## config.mk

```make
export PLATFORM = sky130hd
export DESIGN_NAME = dim_top
export DESIGN_NICKNAME = d
export VERILOG_FILES = /design/src/shared/dim_pkg.sv /design/src/dim_top.sv /design/src/dim_regfile.sv
export SDC_FILE = /design/constraint.sdc
export NUM_CORES = 1
export LEC_CHECK = 0
export BUFFER_PORTS_ARGS = -buffer_cell sky130_fd_sc_hd__buf_2
export CAP_MARGIN = 20
export CORE_AREA = 2 2 144 146
export DETAILED_ROUTE_END_ITERATION = 8
export DIE_AREA = 0 0 146 148
export PLACE_DENSITY_LB_ADDON = 0.08
export RECOVER_POWER = 50
export SLEW_MARGIN = 20
export SYNTH_ARGS = -nofsm -noshare
export SYNTH_HDL_FRONTEND = slang
export SYNTH_HIERARCHICAL = 1
export SYNTH_SLANG_ARGS = --single-unit
export TNS_END_PERCENT = 1
```

## constraint.sdc

```tcl
create_clock -name CORE_CLK -period 2.7 [get_ports CORE_CLK]
set_input_delay 0.81 -clock CORE_CLK [delete_from_list [all_inputs] [get_ports CORE_CLK]]
set_output_delay 0.81 -clock CORE_CLK [all_outputs]
set_load 0.02 [all_outputs]
```

## src/shared/dim_pkg.sv

```systemverilog
// package of command codes, field positions and constants for the ddr2 mode block
package dim_pkg;
    localparam int ADDR_W = 14;
    localparam int BA_W   = 3;
    // command encodings {cs_n, ras_n, cas_n, we_n}
    localparam logic [3:0] CMD_MRS  = 4'h0;
    localparam logic [3:0] CMD_REF  = 4'h1;
    localparam logic [3:0] CMD_PRE  = 4'h2;
    localparam logic [3:0] CMD_ACT  = 4'h3;
    localparam logic [3:0] CMD_WR   = 4'h4;
    localparam logic [3:0] CMD_RD   = 4'h5;
    // bank codes selecting mode registers
    localparam logic [2:0] BA_MR    = 3'h0;
    localparam logic [2:0] BA_EMR1  = 3'h1;
    localparam logic [2:0] BA_EMR2  = 3'h2;
    localparam logic [2:0] BA_EMR3  = 3'h3;
    // mode register fields
    localparam int MR_BL_LO = 0;
    localparam int MR_BL_HI = 2;
    localparam int MR_BT    = 3;
    localparam int MR_CL_LO = 4;
    localparam int MR_CL_HI = 6;
    localparam int MR_TM    = 7;
    localparam int MR_DLLR  = 8;
    localparam int MR_WR_LO = 9;
    localparam int MR_WR_HI = 11;
    localparam logic [2:0] BL_4 = 3'h2;
    localparam logic [2:0] BL_8 = 3'h3;
    // extended register 1 fields
    localparam int E1_DLL   = 0;
    localparam int E1_OCD_LO = 7;
    localparam int E1_OCD_HI = 9;
    localparam int E1_DQSN  = 10;
    localparam int E1_RDQS  = 11;
    localparam int E1_QOFF  = 12;
    localparam logic [2:0] OCD_EXIT = 3'h0;
    localparam logic [2:0] OCD_DEF  = 3'h7;
    localparam int COL_W    = 10;
    localparam int AP_BIT   = 10;
    localparam logic [3:0] BEATS_4 = 4'h4;
    localparam logic [3:0] BEATS_8 = 4'h8;
    // dll lock wait after reset, in clocks
    localparam logic [7:0] DLL_LOCK_CLKS = 8'hC8;
    localparam logic [7:0] LOCK_ONE      = 8'h01;
    localparam logic [3:0] BEAT_ONE      = 4'h1;
    localparam logic [2:0] BANKS         = 3'h7;
endpackage

```

## src/dim_top.sv

```systemverilog
`timescale 1ns/1ps
// ddr2 command decode, mode registers, burst sequencer and strobe options
// How it works
// - bursts run four or eight beats, in sequential or interleaved order
// - activate stores bank row; access needs activate
// - access address gives column and auto-precharge
// - mode register undefined until written
// - mode write decoded, opcode from a0-a13
// - register writes never touch array contents
// - mode register fields at documented positions
// - emr1 a11 turns mask pin into strobe
// - emr1 a10 floats complementary strobes
// - emr1 write decoded with ba0 high
module dim_top (
    input  wire logic        CORE_CLK,
    input  wire logic        RST,
    input  wire logic        CKE,
    input  wire logic        CS_N,
    input  wire logic        RAS_N,
    input  wire logic        CAS_N,
    input  wire logic        WE_N,
    input  wire logic [2:0]  BA,
    input  wire logic [13:0] ADDR,
    output logic      [13:0] MODE_REG,
    output logic      [13:0] EXT1_REG,
    output logic      [13:0] EXT2_REG,
    output logic      [13:0] EXT3_REG,
    output logic             MODE_VALID,
    output logic             DLL_LOCKED,
    output logic             OCD_ACTIVE,
    output logic             BURST_ACTIVE,
    output logic             BURST_WRITE,
    output logic      [2:0]  BURST_BANK,
    output logic      [13:0] BURST_ROW,
    output logic      [9:0]  BURST_COL,
    output logic             BURST_AUTOPRE,
    output logic             ACCESS_ERR,
    output logic             DM_IS_RDQS,
    output logic             RDQS_OE,
    output logic             DQS_N_OE,
    output logic             DM_MASK_EN
);
    //////////////////////////////////////////////////////////////////////
    // pin sampling: the command bus arrives from off chip
    logic [21:0] pin_s1_reg;
    logic [21:0] pin_s2_reg;
    always_ff @(posedge CORE_CLK) begin
        pin_s1_reg <= {CKE, CS_N, RAS_N, CAS_N, WE_N, BA, ADDR};
        pin_s2_reg <= pin_s1_reg;
    end

    logic        cke_s;
    logic [3:0]  cmd_s;
    logic [2:0]  ba_s;
    logic [13:0] addr_s;
    assign cke_s  = pin_s2_reg[21];
    assign cmd_s  = pin_s2_reg[20:17];
    assign ba_s   = pin_s2_reg[16:14];
    assign addr_s = pin_s2_reg[13:0];

    // command decode, used for several command kinds
    function automatic logic is_cmd(input logic [3:0] c, input logic [3:0] code);
        is_cmd = (c == code);
    endfunction

    logic mrs_any;
    logic act_cmd;
    logic rd_cmd;
    logic wr_cmd;
    assign mrs_any = cke_s && is_cmd(cmd_s, dim_pkg::CMD_MRS);
    assign act_cmd = cke_s && is_cmd(cmd_s, dim_pkg::CMD_ACT);
    assign rd_cmd  = cke_s && is_cmd(cmd_s, dim_pkg::CMD_RD);
    assign wr_cmd  = cke_s && is_cmd(cmd_s, dim_pkg::CMD_WR);

    //////////////////////////////////////////////////////////////////////
    // mode and extended registers; they never reach the array
    logic [13:0] mr_reg, mr_next;
    logic [13:0] e1_reg, e1_next;
    logic [13:0] e2_reg, e2_next;
    logic [13:0] e3_reg, e3_next;
    logic        mvalid_reg, mvalid_next;
    logic [7:0]  lock_reg, lock_next;
    logic        locked_reg, locked_next;

    always_comb begin
        mr_next     = mr_reg;
        e1_next     = e1_reg;
        e2_next     = e2_reg;
        e3_next     = e3_reg;
        mvalid_next = mvalid_reg;
        lock_next   = lock_reg;
        locked_next = locked_reg;
        if (lock_reg != 8'h00) begin
            lock_next = lock_reg - dim_pkg::LOCK_ONE;
            if (lock_reg == dim_pkg::LOCK_ONE) begin
                locked_next = 1'b1;
            end
        end
        if (mrs_any) begin
            case (ba_s)
                dim_pkg::BA_MR: begin
                    mr_next     = addr_s;
                    mvalid_next = 1'b1;
                    if (addr_s[dim_pkg::MR_DLLR]) begin
                        lock_next   = dim_pkg::DLL_LOCK_CLKS;
                        locked_next = 1'b0;
                    end
                end
                dim_pkg::BA_EMR1: begin
                    e1_next = addr_s;
                    if (addr_s[dim_pkg::E1_DLL]) begin
                        locked_next = 1'b0; // dll disabled
                    end
                end
                dim_pkg::BA_EMR2: e2_next = addr_s;
                dim_pkg::BA_EMR3: e3_next = addr_s;
                default: ;
            endcase
        end
    end

    // mode register state, undefined contents modelled as zero
    always_ff @(posedge CORE_CLK) begin
        if (RST) begin
            mr_reg     <= 14'h0000;
            e1_reg     <= 14'h0000;
            e2_reg     <= 14'h0000;
            e3_reg     <= 14'h0000;
            mvalid_reg <= 1'b0;
            lock_reg   <= 8'h00;
            locked_reg <= 1'b0;
        end else begin
            mr_reg     <= mr_next;
            e1_reg     <= e1_next;
            e2_reg     <= e2_next;
            e3_reg     <= e3_next;
            mvalid_reg <= mvalid_next;
            lock_reg   <= lock_next;
            locked_reg <= locked_next;
        end
    end

    //////////////////////////////////////////////////////////////////////
    // open-row memory per bank, written on activate
    logic [7:0]  open_reg, open_next;
    logic [13:0] row_rd;
    dim_regfile dim_regfile_i (
        .clk      (CORE_CLK),
        .we       (act_cmd),
        .waddr    (ba_s),
        .wdata    (addr_s),
        .raddr    (ba_s),
        .rdata    (row_rd)
    );

    //////////////////////////////////////////////////////////////////////
    // burst sequencer
    typedef enum logic [1:0] {DIM_IDLE, DIM_FETCH, DIM_BURST} dim_state_e;
    dim_state_e  st_reg, st_next;
    logic [3:0]  beat_reg, beat_next;
    logic [3:0]  len_reg, len_next;
    logic [9:0]  start_reg, start_next;
    logic [9:0]  col_reg, col_next;
    logic        inter_reg, inter_next;
    logic        wr_reg, wr_next;
    logic        ap_reg, ap_next;
    logic [2:0]  bank_reg, bank_next;
    logic [13:0] row_reg, row_next;
    logic        err_reg, err_next;
    logic        act_reg, act_next;
    logic [2:0]  lowbits;
    logic [2:0]  lenmask;

    always_comb begin
        st_next    = st_reg;
        beat_next  = beat_reg;
        len_next   = len_reg;
        start_next = start_reg;
        col_next   = col_reg;
        inter_next = inter_reg;
        wr_next    = wr_reg;
        ap_next    = ap_reg;
        bank_next  = bank_reg;
        row_next   = row_reg;
        err_next   = 1'b0;
        act_next   = 1'b0;
        open_next  = open_reg;
        lenmask    = (len_reg == dim_pkg::BEATS_8) ? 3'h7 : 3'h3;
        // sequential wraps by adding, interleaved by xor within the block
        lowbits    = inter_reg ? (start_reg[2:0] ^ beat_reg[2:0])
                               : (start_reg[2:0] + beat_reg[2:0]);
        if (act_cmd) begin
            open_next[ba_s] = 1'b1;
        end
        if (mrs_any && ba_s == dim_pkg::BA_MR) begin
            open_next = 8'h00; // only legal with all banks precharged
        end
        if (cke_s && is_cmd(cmd_s, dim_pkg::CMD_PRE)) begin
            if (addr_s[dim_pkg::AP_BIT]) begin
                open_next = 8'h00;
            end else begin
                open_next[ba_s] = 1'b0;
            end
        end
        case (st_reg)
            DIM_IDLE: begin
                if (rd_cmd || wr_cmd) begin
                    if (!open_reg[ba_s]) begin
                        err_next = 1'b1;
                    end else begin
                        st_next    = DIM_FETCH;
                        wr_next    = wr_cmd;
                        bank_next  = ba_s;
                        start_next = addr_s[dim_pkg::COL_W-1:0];
                        ap_next    = addr_s[dim_pkg::AP_BIT];
                        inter_next = mr_reg[dim_pkg::MR_BT];
                        len_next   = (mr_reg[dim_pkg::MR_BL_HI:dim_pkg::MR_BL_LO]
                                      == dim_pkg::BL_8) ? dim_pkg::BEATS_8
                                                        : dim_pkg::BEATS_4;
                        beat_next  = 4'h0;
                    end
                end
            end
            DIM_FETCH: begin
                row_next = row_rd;
                st_next  = DIM_BURST;
            end
            DIM_BURST: begin
                act_next  = 1'b1;
                col_next  = {start_reg[9:3], (start_reg[2:0] & ~lenmask)
                             | (lowbits & lenmask)};
                beat_next = beat_reg + dim_pkg::BEAT_ONE;
                if (beat_reg + dim_pkg::BEAT_ONE == len_reg) begin
                    st_next = DIM_IDLE;
                    if (ap_reg) begin
                        open_next[bank_reg] = 1'b0; // auto precharge closes row
                    end
                end
            end
            default: st_next = DIM_IDLE;
        endcase
    end

    // burst sequencer state
    always_ff @(posedge CORE_CLK) begin
        if (RST) begin
            st_reg    <= DIM_IDLE;
            beat_reg  <= 4'h0;
            len_reg   <= dim_pkg::BEATS_4;
            start_reg <= 10'h000;
            col_reg   <= 10'h000;
            inter_reg <= 1'b0;
            wr_reg    <= 1'b0;
            ap_reg    <= 1'b0;
            bank_reg  <= 3'h0;
            row_reg   <= 14'h0000;
            err_reg   <= 1'b0;
            act_reg   <= 1'b0;
            open_reg  <= 8'h00;
        end else begin
            st_reg    <= st_next;
            beat_reg  <= beat_next;
            len_reg   <= len_next;
            start_reg <= start_next;
            col_reg   <= col_next;
            inter_reg <= inter_next;
            wr_reg    <= wr_next;
            ap_reg    <= ap_next;
            bank_reg  <= bank_next;
            row_reg   <= row_next;
            err_reg   <= err_next;
            act_reg   <= act_next;
            open_reg  <= open_next;
        end
    end

    //////////////////////////////////////////////////////////////////////
    // strobe options from extended register 1, registered to the pins
    logic rdqs_en_reg, dqsn_oe_reg, qoff_ocd_reg, rdqs_oe_reg, mask_en_reg;
    always_ff @(posedge CORE_CLK) begin
        if (RST) begin
            rdqs_en_reg  <= 1'b0;
            dqsn_oe_reg  <= 1'b0;
            qoff_ocd_reg <= 1'b0;
            rdqs_oe_reg  <= 1'b0;
            mask_en_reg  <= 1'b1;
        end else begin
            rdqs_en_reg  <= e1_next[dim_pkg::E1_RDQS];
            mask_en_reg  <= !e1_next[dim_pkg::E1_RDQS];
            rdqs_oe_reg  <= e1_next[dim_pkg::E1_RDQS] && act_next && !wr_next
                            && !e1_next[dim_pkg::E1_DQSN] && !e1_next[dim_pkg::E1_QOFF];
            dqsn_oe_reg  <= act_next && !wr_next && !e1_next[dim_pkg::E1_DQSN]
                            && !e1_next[dim_pkg::E1_QOFF];
            qoff_ocd_reg <= e1_next[dim_pkg::E1_OCD_HI:dim_pkg::E1_OCD_LO]
                            != dim_pkg::OCD_EXIT;
        end
    end

    assign MODE_REG      = mr_reg;
    assign EXT1_REG      = e1_reg;
    assign EXT2_REG      = e2_reg;
    assign EXT3_REG      = e3_reg;
    assign MODE_VALID    = mvalid_reg;
    assign DLL_LOCKED    = locked_reg;
    assign OCD_ACTIVE    = qoff_ocd_reg;
    assign BURST_ACTIVE  = act_reg;
    assign BURST_WRITE   = wr_reg;
    assign BURST_BANK    = bank_reg;
    assign BURST_ROW     = row_reg;
    assign BURST_COL     = col_reg;
    assign BURST_AUTOPRE = ap_reg;
    assign ACCESS_ERR    = err_reg;
    assign DM_IS_RDQS    = rdqs_en_reg;
    assign RDQS_OE       = rdqs_oe_reg;
    assign DQS_N_OE      = dqsn_oe_reg;
    assign DM_MASK_EN    = mask_en_reg;
endmodule

```

## src/dim_regfile.sv

```systemverilog
`timescale 1ns/1ps
// small per-bank open-row memory with registered read data
module dim_regfile (
    input  wire logic        clk,
    input  wire logic        we,
    input  wire logic [2:0]  waddr,
    input  wire logic [13:0] wdata,
    input  wire logic [2:0]  raddr,
    output logic      [13:0] rdata
);
    logic [13:0] mem [0:7];

    // write port and registered read port
    always_ff @(posedge clk) begin
        if (we) begin
            mem[waddr] <= wdata;
        end
        rdata <= mem[raddr];
    end
endmodule

```

### Yosys cells after proc, flatten, opt, wreduce, memory -nomap -nowiden

Memories as Yosys holds them, arrays and structs flattened. A register that Yosys moved wholly into a read port is not among the register bits.
Cells that the tools add are included.

| word-level totals | value |
|---|---|
| bits in registers | 175 |
| RAM bits | 112 |
| bits of input ports | 24 |
| memories kept | 1 |

Memory list:

| memory | depth | width | read ports | clocked after Yosys merged registers in | write ports | RTL line | source |
|---|---|---|---|---|---|---|---|
| dim_regfile_i.mem | 8 | 14 | 1 | 1 | 1 | dim_regfile.sv:11 | `logic [13:0] mem [0:7];` |

| operators by class | value |
|---|---|
| add/sub/neg operators | 3 |
| order comparisons | 4 |
| eq/ne operators | 16 |
| multiplexer cells | 42 |
| bitwise gates (word level) | 12 |
| reductions and logical operators | 34 |

Operators by type and width:

| operator | count |
|---|---|
| 8-bit 2-to-1 mux | 11 |
| 13-bit 2-to-1 mux | 2 |
| 8-bit AND | 2 |
| 8-bit NOT | 2 |
| 1-bit logical AND | 15 |
| 1-bit 2-to-1 mux | 15 |
| 4-bit 2-to-1 mux | 3 |
| 3-bit by 2-bit equality test with 1-bit output (second input constant) | 3 |
| 3-bit AND reduction | 3 |
| 4-bit by 2-bit equality test with 1-bit output (second input constant) | 2 |
| 4-bit by 3-bit equality test with 1-bit output (second input constant) | 2 |
| 8-bit by 1-bit equality test with 1-bit output (second input constant) | 1 |
| 3-bit by 4-bit less-than comparator with 1-bit output (second input constant) | 2 |
| 8-bit bitwise OR | 1 |
| 4-bit one-hot mux with 2 select lines | 1 |
| 2-bit AND reduction | 4 |
| 8-bit nonzero test | 1 |
| 8-bit by 1-bit subtractor with 8-bit output (second input constant) | 1 |
| 3-bit AND | 2 |
| 1-bit demux with 3-bit select | 2 |
| 3-bit by 1-bit >= comparator with 1-bit output (second input constant) | 2 |
| 2-bit 2-to-1 mux | 3 |
| 3-bit 2-to-1 mux | 2 |
| 2-bit inequality test (second input constant) | 3 |
| 22 further kinds | 26 |

### Logic depth before layout (Yosys ltp)

Gate-level depths: netlist (run 1).

| logic depth | value |
|---|---|
| word-level depth | 14 |
| mapped depth | 8 |

### By module

Netlist (run 1), hierarchy kept.

Modules (own cells, without submodules):

| module | times used | cells each | area an instance (um^2) |
|---|---|---|---|
| dim_top | 1 | 629 | 6,204.7 |
| dim_regfile | 1 | 188 | 4,635.7 |

### Worst setup path before layout (run 1)

OpenSTA, ideal clock, no wires.

| timing | value |
|---|---|
| path kind | reg-to-reg |
| start point | register pin_s2_reg[19] |
| end point | memory dim_regfile_i.mem[4][0] (enable) |
| arrival time | 1.937 ns |
| path slack | 0.360 ns |
| cell stages (with the launch flop) | 5 |
| buffers on the path | 0 |
| period minus slack after synthesis | 2.340 ns |
| cells stage by stage | dfxtp_1 > and4bb_2 > and2_1 > nand2_1 > nor3_1 |

| on the way | value |
|---|---|
| longest elaborated chain between the ends | 4 |

Ends and longest elaborated chain:

| item | RTL line | source |
|---|---|---|
| from (decl) | dim_top.sv:46 | `logic [21:0] pin_s2_reg;` |
| from (signal assigned) | dim_top.sv:49 | `pin_s2_reg <= pin_s1_reg;` |
| 4-bit by 2-bit equality test with 1-bit output | dim_top.sv:63 | `is_cmd = (c == code);` |
| 1-bit logical AND | dim_top.sv:71 | `assign act_cmd = cke_s && is_cmd(cmd_s, dim_pkg::CMD_ACT);` |
| via act_cmd | dim_top.sv:67 | `logic act_cmd;` |
| 1-bit 2-to-1 mux | dim_regfile.sv:15 | `if (we) begin` |
| 1-bit 2-to-1 mux (not written as such) | dim_regfile.sv:16 | `mem[waddr] <= wdata;` |
| to (decl) | dim_regfile.sv:11 |  |

The timed path passes the listed nets, and every way through them passes these cells.

### Worst setup path after layout (run 1)

| timing | value |
|---|---|
| start point | register pin_s2_reg[14] |
| end point | register open_reg[5] |

| on the way | value |
|---|---|
| longest elaborated chain between the ends | 14 |

Ends and longest elaborated chain:

| item | RTL line | source |
|---|---|---|
| 3-bit by 4-bit less-than comparator with 1-bit output (not written as such) / 3-bit by 1-bit >= comparator with 1-bit output (equally long branches) | dim_top.sv:193, dim_top.sv:202 |  |
| 1-bit logical AND (not written as such) | dim_top.sv:193, dim_top.sv:202 |  |
| 1-bit 2-to-1 mux (not written as such) | dim_top.sv:193, dim_top.sv:202 |  |
| 1-bit demux with 3-bit select | dim_top.sv:193, dim_top.sv:202 |  |
| 8-bit bitwise OR (no line) | - |  |
| 8-bit 2-to-1 mux | dim_top.sv:192 | `if (act_cmd) begin` |
| 8-bit 2-to-1 mux | dim_top.sv:195 | `if (mrs_any && ba_s == dim_pkg::BA_MR) begin` |
| 8-bit AND (no line) | - |  |
| 8-bit 2-to-1 mux | dim_top.sv:199 | `if (addr_s[dim_pkg::AP_BIT]) begin` |
| 8-bit 2-to-1 mux (*) | dim_top.sv:198 | `if (cke_s && is_cmd(cmd_s, dim_pkg::CMD_PRE)) begin` |
| 8-bit AND (no line) | - |  |
| 8-bit 2-to-1 mux | dim_top.sv:235 | `if (ap_reg) begin` |
| 8-bit 2-to-1 mux | dim_top.sv:233 | `if (beat_reg + dim_pkg::BEAT_ONE == len_reg) begin` |
| 8-bit 2-to-1 mux (*) | dim_top.sv:205 | `case (st_reg)` |
| to (signal assigned) | dim_top.sv:273 | `open_reg <= open_next;` |
| to (decl) | dim_top.sv:145 | `logic [7:0] open_reg, open_next;` |

Every way passes the cells marked *; elsewhere a longest branch is shown, timed or not.
A chain may end at the register's enable or synchronous reset.

==> results by group, run 1 <==
Synth
  – Top cell type's share of synthesized area: about a third
  – Most used flip-flop cell after synthesis: dfxtp_1
  – Synth area leader: dfxtp_1
  – Count leader, synth: dfxtp_1
  – Mapped Area: 10800 sq um
  – Compound-Gate Fraction of Synth Area: 5.30%
  – Mux share of post-synthesis cell area: 14.4%
  – Synth top cells by count: dfxtp_1 (186), nand2_1 (114), edfxtp_1 (112)
  – Area contributors post-synth: dfxtp_1 (34%), edfxtp_1 (31%), mux4_1 (6.1%)
  – Post-synth EDFFs: between 100 and 150
  – Synth Instances: 817
  – Unique masters post-synth: 67
  – Synthesis Warnings: 6
  – Syn avg cell area: 13.3 sq um
  – Simple-gate area share of the yosys netlist: 10.6%
  – Synth Register Bits: 298
  – Synth Area in Adders: 0.877%
  – Seq/Total Area, Yosys: 65.4%
  – Syn_nets: between 800 and 900
  – Area share of xor/xnor cells in the synthesized design: 0.727%
  – Largest family of logic cells by synthesized area: multiplexers
  – Fraction of registers with async set/reset: 0%

CTS
  – Clock Pin Slew Worst Setup and Hold Paths: approximately 0.060 ns
  – CTS Buffer Depth: 3
  – CTS Hold Bufs: 0
  – CTS tree: yes
  – Root Driver: clkbuf_16
  – Post-cts resize count: 0
  – Postcts setup bufs: 0
  – Worst-skew pair later-pin latency: about 0.55 ns
  – H-tree levels: 1
  – CTS Sinks: 298
  – Num CTS Buffers: 30

GRT
  – Global-route wire length before repair: 37.8 mm
  – Initial antenna violation count: 0
  – Global-route usage over all layers: between 20% and 30%
  – Number of global-route vias before repair: 6961
  – Congestion Overflow GR: 0
  – Largest net degree at the start of global routing: 50

STA
  – RSZ-0062 raised after global routing: no
  – # setup viols final: 0
  – Slew margin rel.: 21.8%
  – Fmax: 443 MHz
  – Slew Limit Fails: 0
  – Clock skew: 0.0142 ns
  – Fin Setup TNS: 0 ns
  – Min Tclk post-route: 2.26 ns
  – Hold Fails Final Rpt: 0
  – Worst slew pin tran: 1.17 ns
  – Period utilization: 83.6%

Route
  – Drt first pass iters: 5
  – DR iter-0 viols: 380
  – Residual DRC count: 0
  – WL/cell: 19.5 um
  – ANT nets after route: 0
  – DR vias/cell: 5.48
  – Routed via count: 6830
  – Routed wire length: 24.3 mm

Power and ir drop
  – Max IR drop VDD: 550 uV
  – Static leakage: 0.00502 uW
  – Power Density: approximately 760 nW/um^2

Floorplanning
  – Die Ht: between 100 and 150 um
  – Initial Util: 54.1%
  – Die width: about 150 um
  – Site Rows: 52
  – # IOs: 118
  – Core box area: 20000 sq um
  – DIE AREA: between 20000 and 25000 sq um

Critical path
  – CP Max Fanout: 34
  – Kind of critical path: flop to flop
  – Crit Reg-Reg Startpoint: pin_s2_reg[14]
  – Setup crit start kind: flop
  – Required time of the critical path: 3.17 ns
  – Worst reg2reg path depth: 5
  – Critical path capture point type: flop
  – Worst Path Arrival: 2.73 ns
  – Critical Path Source: pin_s2_reg[14]

Place
  – Post-DP Area: 11700 sq um
  – Post-DP HPWL: 16.0 mm
  – GPL Wtd Cong: around 0.82
  – Port Buf Inserts: 117

Outcome
  – Status: finished clean

Final layout
  – Area delta synth->final: 17.7%
  – Number of flip-flops in the largest register: 112
  – Final core utilization: 63.7%
  – Final net count: 985
  – Ratio of cells with drive above 1 in the final layout: around a fifth
  – Post-route cell area: 12800 sq um
  – # fillers: between 1500 and 2000

Job
  – Max cap viols: 0

Min path
  – Worst hold path type: flop to flop
  – Hold_sp: pin_s1_reg[13]
  – Hold depth: 0
==> metal layers <==
| metal | vias up | wire length, um | track usage [%] |
|---|---|---|---|
| met2 | 214 | 11500 | 37.5 |
| met4 | 0 | 398 | 5.34 |
| met5 | - | 0 | 0 |
| met3 | 37 | 1470 | 4.38 |
| li1 | 3239 | - | - |
| met1 | 3340 | 10900 | 30.2 |
==> kinds of logic (layout without fill, tap and decap cells) <==
family	after synthesis	after routing
DFF	298	298
and+or+nand+nor	247	247
muxes	109	109
AOI/OAI and AO/OA	91	91
buffers and inverters	56	215
xor gates and xnor gates	9	9
adders and majority gates	7	7
other	0	1
==> where the power goes <==
group / total (uW) / switching [uW] / internal, uW
clock network: 4320 / 1670 / 2650
logic: 523 / 294 / 229
registers: 4910 / 131 / 4770
==> final cells by class <==
class	instances	area (sq um)	area share (%)
antenna	1	2.50	0.0196
clock inverter	7	96.3	0.755
multi-input combinational	463	3460	27.1
inverter	14	52.6	0.412
sequential	298	7090	55.6
tap	270	338	2.65
timing repair buffer	147	754	5.91
clock buffer	47	970	7.60
==> stage by stage <==
stage / power (uW) / hold slack (ns) / instances / setup WS, ns
after floorplan: 5360 / 0.310 / 817 / 0.360
after global placement: 5510 / 0.311 / 1192 / 0.597
after detailed placement: 5530 / 0.312 / 1192 / 0.546
after CTS: 9820 / 0.322 / 1246 / 0.522
after global routing: 10100 / 0.322 / 1246 / 0.303
final: 9750 / 0.322 / 1247 / 0.443
==> layout by cell type, fill, tap and decap left out, drive strengths merged, types with 3 or more instances in the layout <==
cell type and instances:
mux2 17, nand3 7, xnor2 8, nand4 4, inv 12, edfxtp 112
o211ai 7, a31oi 4, ha 6, and4 3, dfxtp 186, clkinv 7
clkbuf 77, mux4 28, a211oi 3, buf 117, a21oi 50, and3 5
nand2 114, nor4 7, nor2 66, o21ai 3, mux2i 64, nand2b 7
nor3 16, nor2b 4, and2 4, a32oi 3
==> worst paths after layout <==
kind	to	slack, ns
max	open_reg[5]	0.44
min	pin_s2_reg[13]	0.32
min reg2reg	pin_s2_reg[13]	0.32
max reg2reg	open_reg[5]	0.44
==> worst max-delay path, stage by stage (launching register included) <==
cell	delay [ns]
dfxtp_1	0.44
buf_4	0.50
nor3_2	0.17
a31oi_1	0.61
o221ai_1	0.25
a41oi_1	0.20
Power figures use the tool's default switching activity.
==> inputs of run 2 (changes only) <==
- ABC_AREA: default -> 1
- CORE_AREA: 2 2 144 146 -> 2 2 148 150
- DIE_AREA: 0 0 146 148 -> 0 0 150 152
- clock period: 2.7 -> 2.1 ns (I/O delays scaled with it)
==> run 2 against run 1 <==
Sequential share of layout area down 1.9 points. Sequential power rose by 28%. Utilization fell by 1.8 points. Cell area rose by 3.6%. Count of clock-buffer cells in the layout fell by 7. Non-clock buffer count rose by 5. Clock skew is 0.0034 ns lower. Synthesized cell count rose by 52%. Worst setup slack got worse by 0.21 ns. Via count rose by 21%. Critical endpoint is now dim_regfile_i/mem[0][12]. Largest cell class unchanged. Highest routed layer unchanged.
==> results by group, run 2 <==
Synth
  – Synth area leader: dfxtp_1
  – Area share of xor/xnor cells in the synthesized design: 0.0765%
  – Mapped Area: 11400 sq um
  – Synth Register Bits: approximately 300
  – Area contributors post-synth: dfxtp_1 (33%), edfxtp_1 (29%), nand2_1 (9.7%)
  – Synth Area in Adders: less than 1%
  – Seq/Total Area, Yosys: approximately three fifths
  – Compound-Gate Fraction of Synth Area: 7.77%
  – Simple-gate area share of the yosys netlist: between 20% and 30%
  – Synthesis Warnings: 6
  – Fraction of registers with async set/reset: 0%
  – Syn avg cell area: 9.20 sq um
  – Most used flip-flop cell after synthesis: dfxtp_1
  – Count leader, synth: nand2_1
  – Synth Instances: 1244
  – Largest family of logic cells by synthesized area: simple AND/OR/NAND/NOR gates
  – Top cell type's share of synthesized area: 32.5%
  – Synth top cells by count: nand2_1 (295), dfxtp_1 (186), inv_1 (126)
  – Post-synth EDFFs: roughly 110
  – Syn_nets: 1275
  – Mux share of post-synthesis cell area: 0%
  – Unique masters post-synth: 38

Place
  – Post-DP HPWL: 17.6 mm
  – GPL Wtd Cong: 0.842
  – Port Buf Inserts: 117
  – Worst slack, placed: between 0.2 and 0.25 ns

Critical path
  – Crit path max-delay family: simple AND/OR/NAND/NOR gates
  – Kind of critical path: flop to flop
  – Setup crit start kind: flop
  – R2R setup slack: 0.23 ns
  – Crit Reg-Reg Startpoint: pin_s2_reg[21]
  – Worst R2R End: dim_regfile_i/mem[0][12]
  – CP Cell Sequence: nand2_2 > nor2_4 > nand3_1 > inv_1 > nand2_1 > nor2_1 > buf_4
  – Required time of the critical path: 2.33 ns
  – Worst reg2reg path depth: 7
  – Critical path capture point type: flop
  – Largest stage delay, worst path: 0.34 ns
  – CP Depth: 7
  – CP Max Fanout: 14
  – Slowest CP cell: dfxtp_1
  – Worst Path Arrival: 2.10 ns
  – Worst Path Buf+Inv: 2

Route
  – ANT nets after route: 0
  – Routed via count: 8275
  – Drt first pass iters: 5
  – Residual DRC count: 0
  – Routed wire length: 26.0 mm
  – DR iter-0 viols: 723
  – DR vias/cell: between 4 and 5
  – WL/cell: 15.5 um

Floorplanning
  – # IOs: between 100 and 150
  – Initial Util: 53.6%
  – Site Rows: 54
  – Core box area: 21400 sq um
  – Die width: 150 um
  – Die Ht: 152 um
  – DIE AREA: 22800 sq um

Final layout
  – Number of flip-flops in the largest register: 112
  – Ratio of cells with drive above 1 in the final layout: 17.1%
  – Area delta synth->final: 15.4%
  – Final net count: 1406
  – Final core utilization: 61.9%
  – Most frequent cells in the layout: nand2_1 (297), dfxtp_1 (185), inv_1 (125)
  – # fillers: 1873
  – Commonest non-fill, non-tap cell in the layout: nand2_1

Min path
  – Hold_sp: ADDR[12]
  – Hold depth: 1
  – Worst hold path type: primary input to flop
  – Hold EP: pin_s1_reg[12]

STA
  – # setup viols final: 0
  – Fmax: roughly 540 MHz
  – Slew Limit Fails: 0
  – Post-route setup slack: ~0.23 ns
  – Hold Fails Final Rpt: 0
  – Clock skew: 0.0108 ns
  – Fin Setup TNS: 0 ns
  – Period utilization: 89.0%
  – Slew margin rel.: between 40% and 50%
  – Hold WS: about 0.18 ns
  – Min Tclk post-route: ~1.9 ns
  – RSZ-0062 raised after global routing: no
  – Worst slew pin tran: 0.823 ns

Power and ir drop
  – Switching power: 2860 uW
  – Static leakage: 0.00599 uW
  – Power Density: 941 nW/um^2
  – Flop pwr share: between 50% and 60%
  – Pint: around 9600 uW
  – Max IR drop VDD: 765 uV
  – Switch share: 23.0%
  – Clock power share: 42.5%
  – Logic pwr share: under 10%

CTS
  – Root Driver: clkbuf_16
  – CTS Buffer Depth: 3
  – H-tree levels: 1
  – CTS tree: yes
  – Clock Pin Slew Worst Setup and Hold Paths: about 0.060 ns
  – Postcts setup bufs: 0
  – Post-cts resize count: 0
  – CTS Hold Bufs: 0
  – Worst-skew pair later-pin latency: 0.54 ns
  – CTS Sinks: 298
  – Num CTS Buffers: 30

GRT
  – Global-route wire length before repair: 41.4 mm
  – Number of global-route vias before repair: between 7000 and 8000
  – Largest net degree at the start of global routing: 45
  – Global-route usage over all layers: 23.0%
  – Initial antenna violation count: 1
  – Congestion Overflow GR: 0

Outcome
  – Status: finished clean

Job
  – Max cap viols: 0
[run 2: changes by cell type after synthesis, moves of 23 or more]
| cell | delta |
|---|---|
| a21oi_1 | +23 |
| inv_1 | +114 |
| inv_2 | +47 |
| mux2i_1 | -64 |
| mux4_1 | -25 |
| nand2_1 | +181 |
| nand3_1 | +66 |
| nor2_1 | +39 |
| o21ai_0 | +72 |
[run 2: final cells by class]
class	instances	area, sq um	share of cell area, %
Sequential cell	298	7090	53.6
Multi-Input combinational cell	713	3280	24.8
Clock buffer	40	866	6.55
Timing Repair Buffer	152	813	6.15
Inverter	180	686	5.19
Tap cell	280	350	2.65
Clock inverter	16	133	1.00
Antenna cell	1	2.50	0.0189
[run 2: logic make-up after synthesis]
group / count (synthesis)
buf+inv: 233
simple gates: 532
xor+xnor: 1
fa+ha+maj: 7
compound gates: 173
flops: 298
[run 2: power by group through the flow]
| stage | registers (uW) | logic [uW] | clock network (uW) |
|---|---|---|---|
| after floorplan | 6380 | 635 | 0 |
| after global placement | 6410 | 864 | 0 |
| after detailed placement | 6410 | 880 | 0 |
| after CTS | 6280 | 884 | 5380 |
| after global routing | 6300 | 1020 | 5610 |
| final | 6280 | 870 | 5280 |
[run 2: how the worst max path moves through the flow]
| stage | start | end | slack, ns |
|---|---|---|---|
| after floorplan | pin_s2_reg[20] | dim_regfile_i/mem[1][0] | 0.15 |
| after global placement | pin_s2_reg[20] | dim_regfile_i/mem[1][3] | 0.30 |
| after detailed placement | pin_s2_reg[20] | dim_regfile_i/mem[0][5] | 0.25 |
| after CTS | BURST_BANK[1] | BURST_BANK[1] | 0.24 |
| after global routing | pin_s2_reg[15] | open_reg[6] | 0.05 |
| final | pin_s2_reg[21] | dim_regfile_i/mem[0][12] | 0.23 |
[run 2: worst reg2reg max path: stages, from the launching register on]
cell	delay, ns
dfxtp_1	0.34
nand2_2	0.10
nor2_4	0.12
nand3_1	0.20
inv_1	0.26
nand2_1	0.17
nor2_1	0.13
buf_4	0.24
[run 2: metal layers]
metal	global-route usage, %	wire length, um	vias to the layer above
met1	32.4	11900	3749
met2	36.7	11800	237
li1	-	-	4251
met5	0	0	-
met4	5.53	493	0
met3	4.62	1760	38
[run 2: per-stage QoR]
step / power [uW] / cells / cell area, sq um
3_5_place_dp: 7290 / 1623 / 12300
6_report: 12400 / 1680 / 13200
3_3_place_gp: 7270 / 1623 / 12300
4_1_cts: 12600 / 1679 / 13300
5_1_grt: 12900 / 1679 / 13200
2_1_floorplan: 7020 / 1244 / 11400
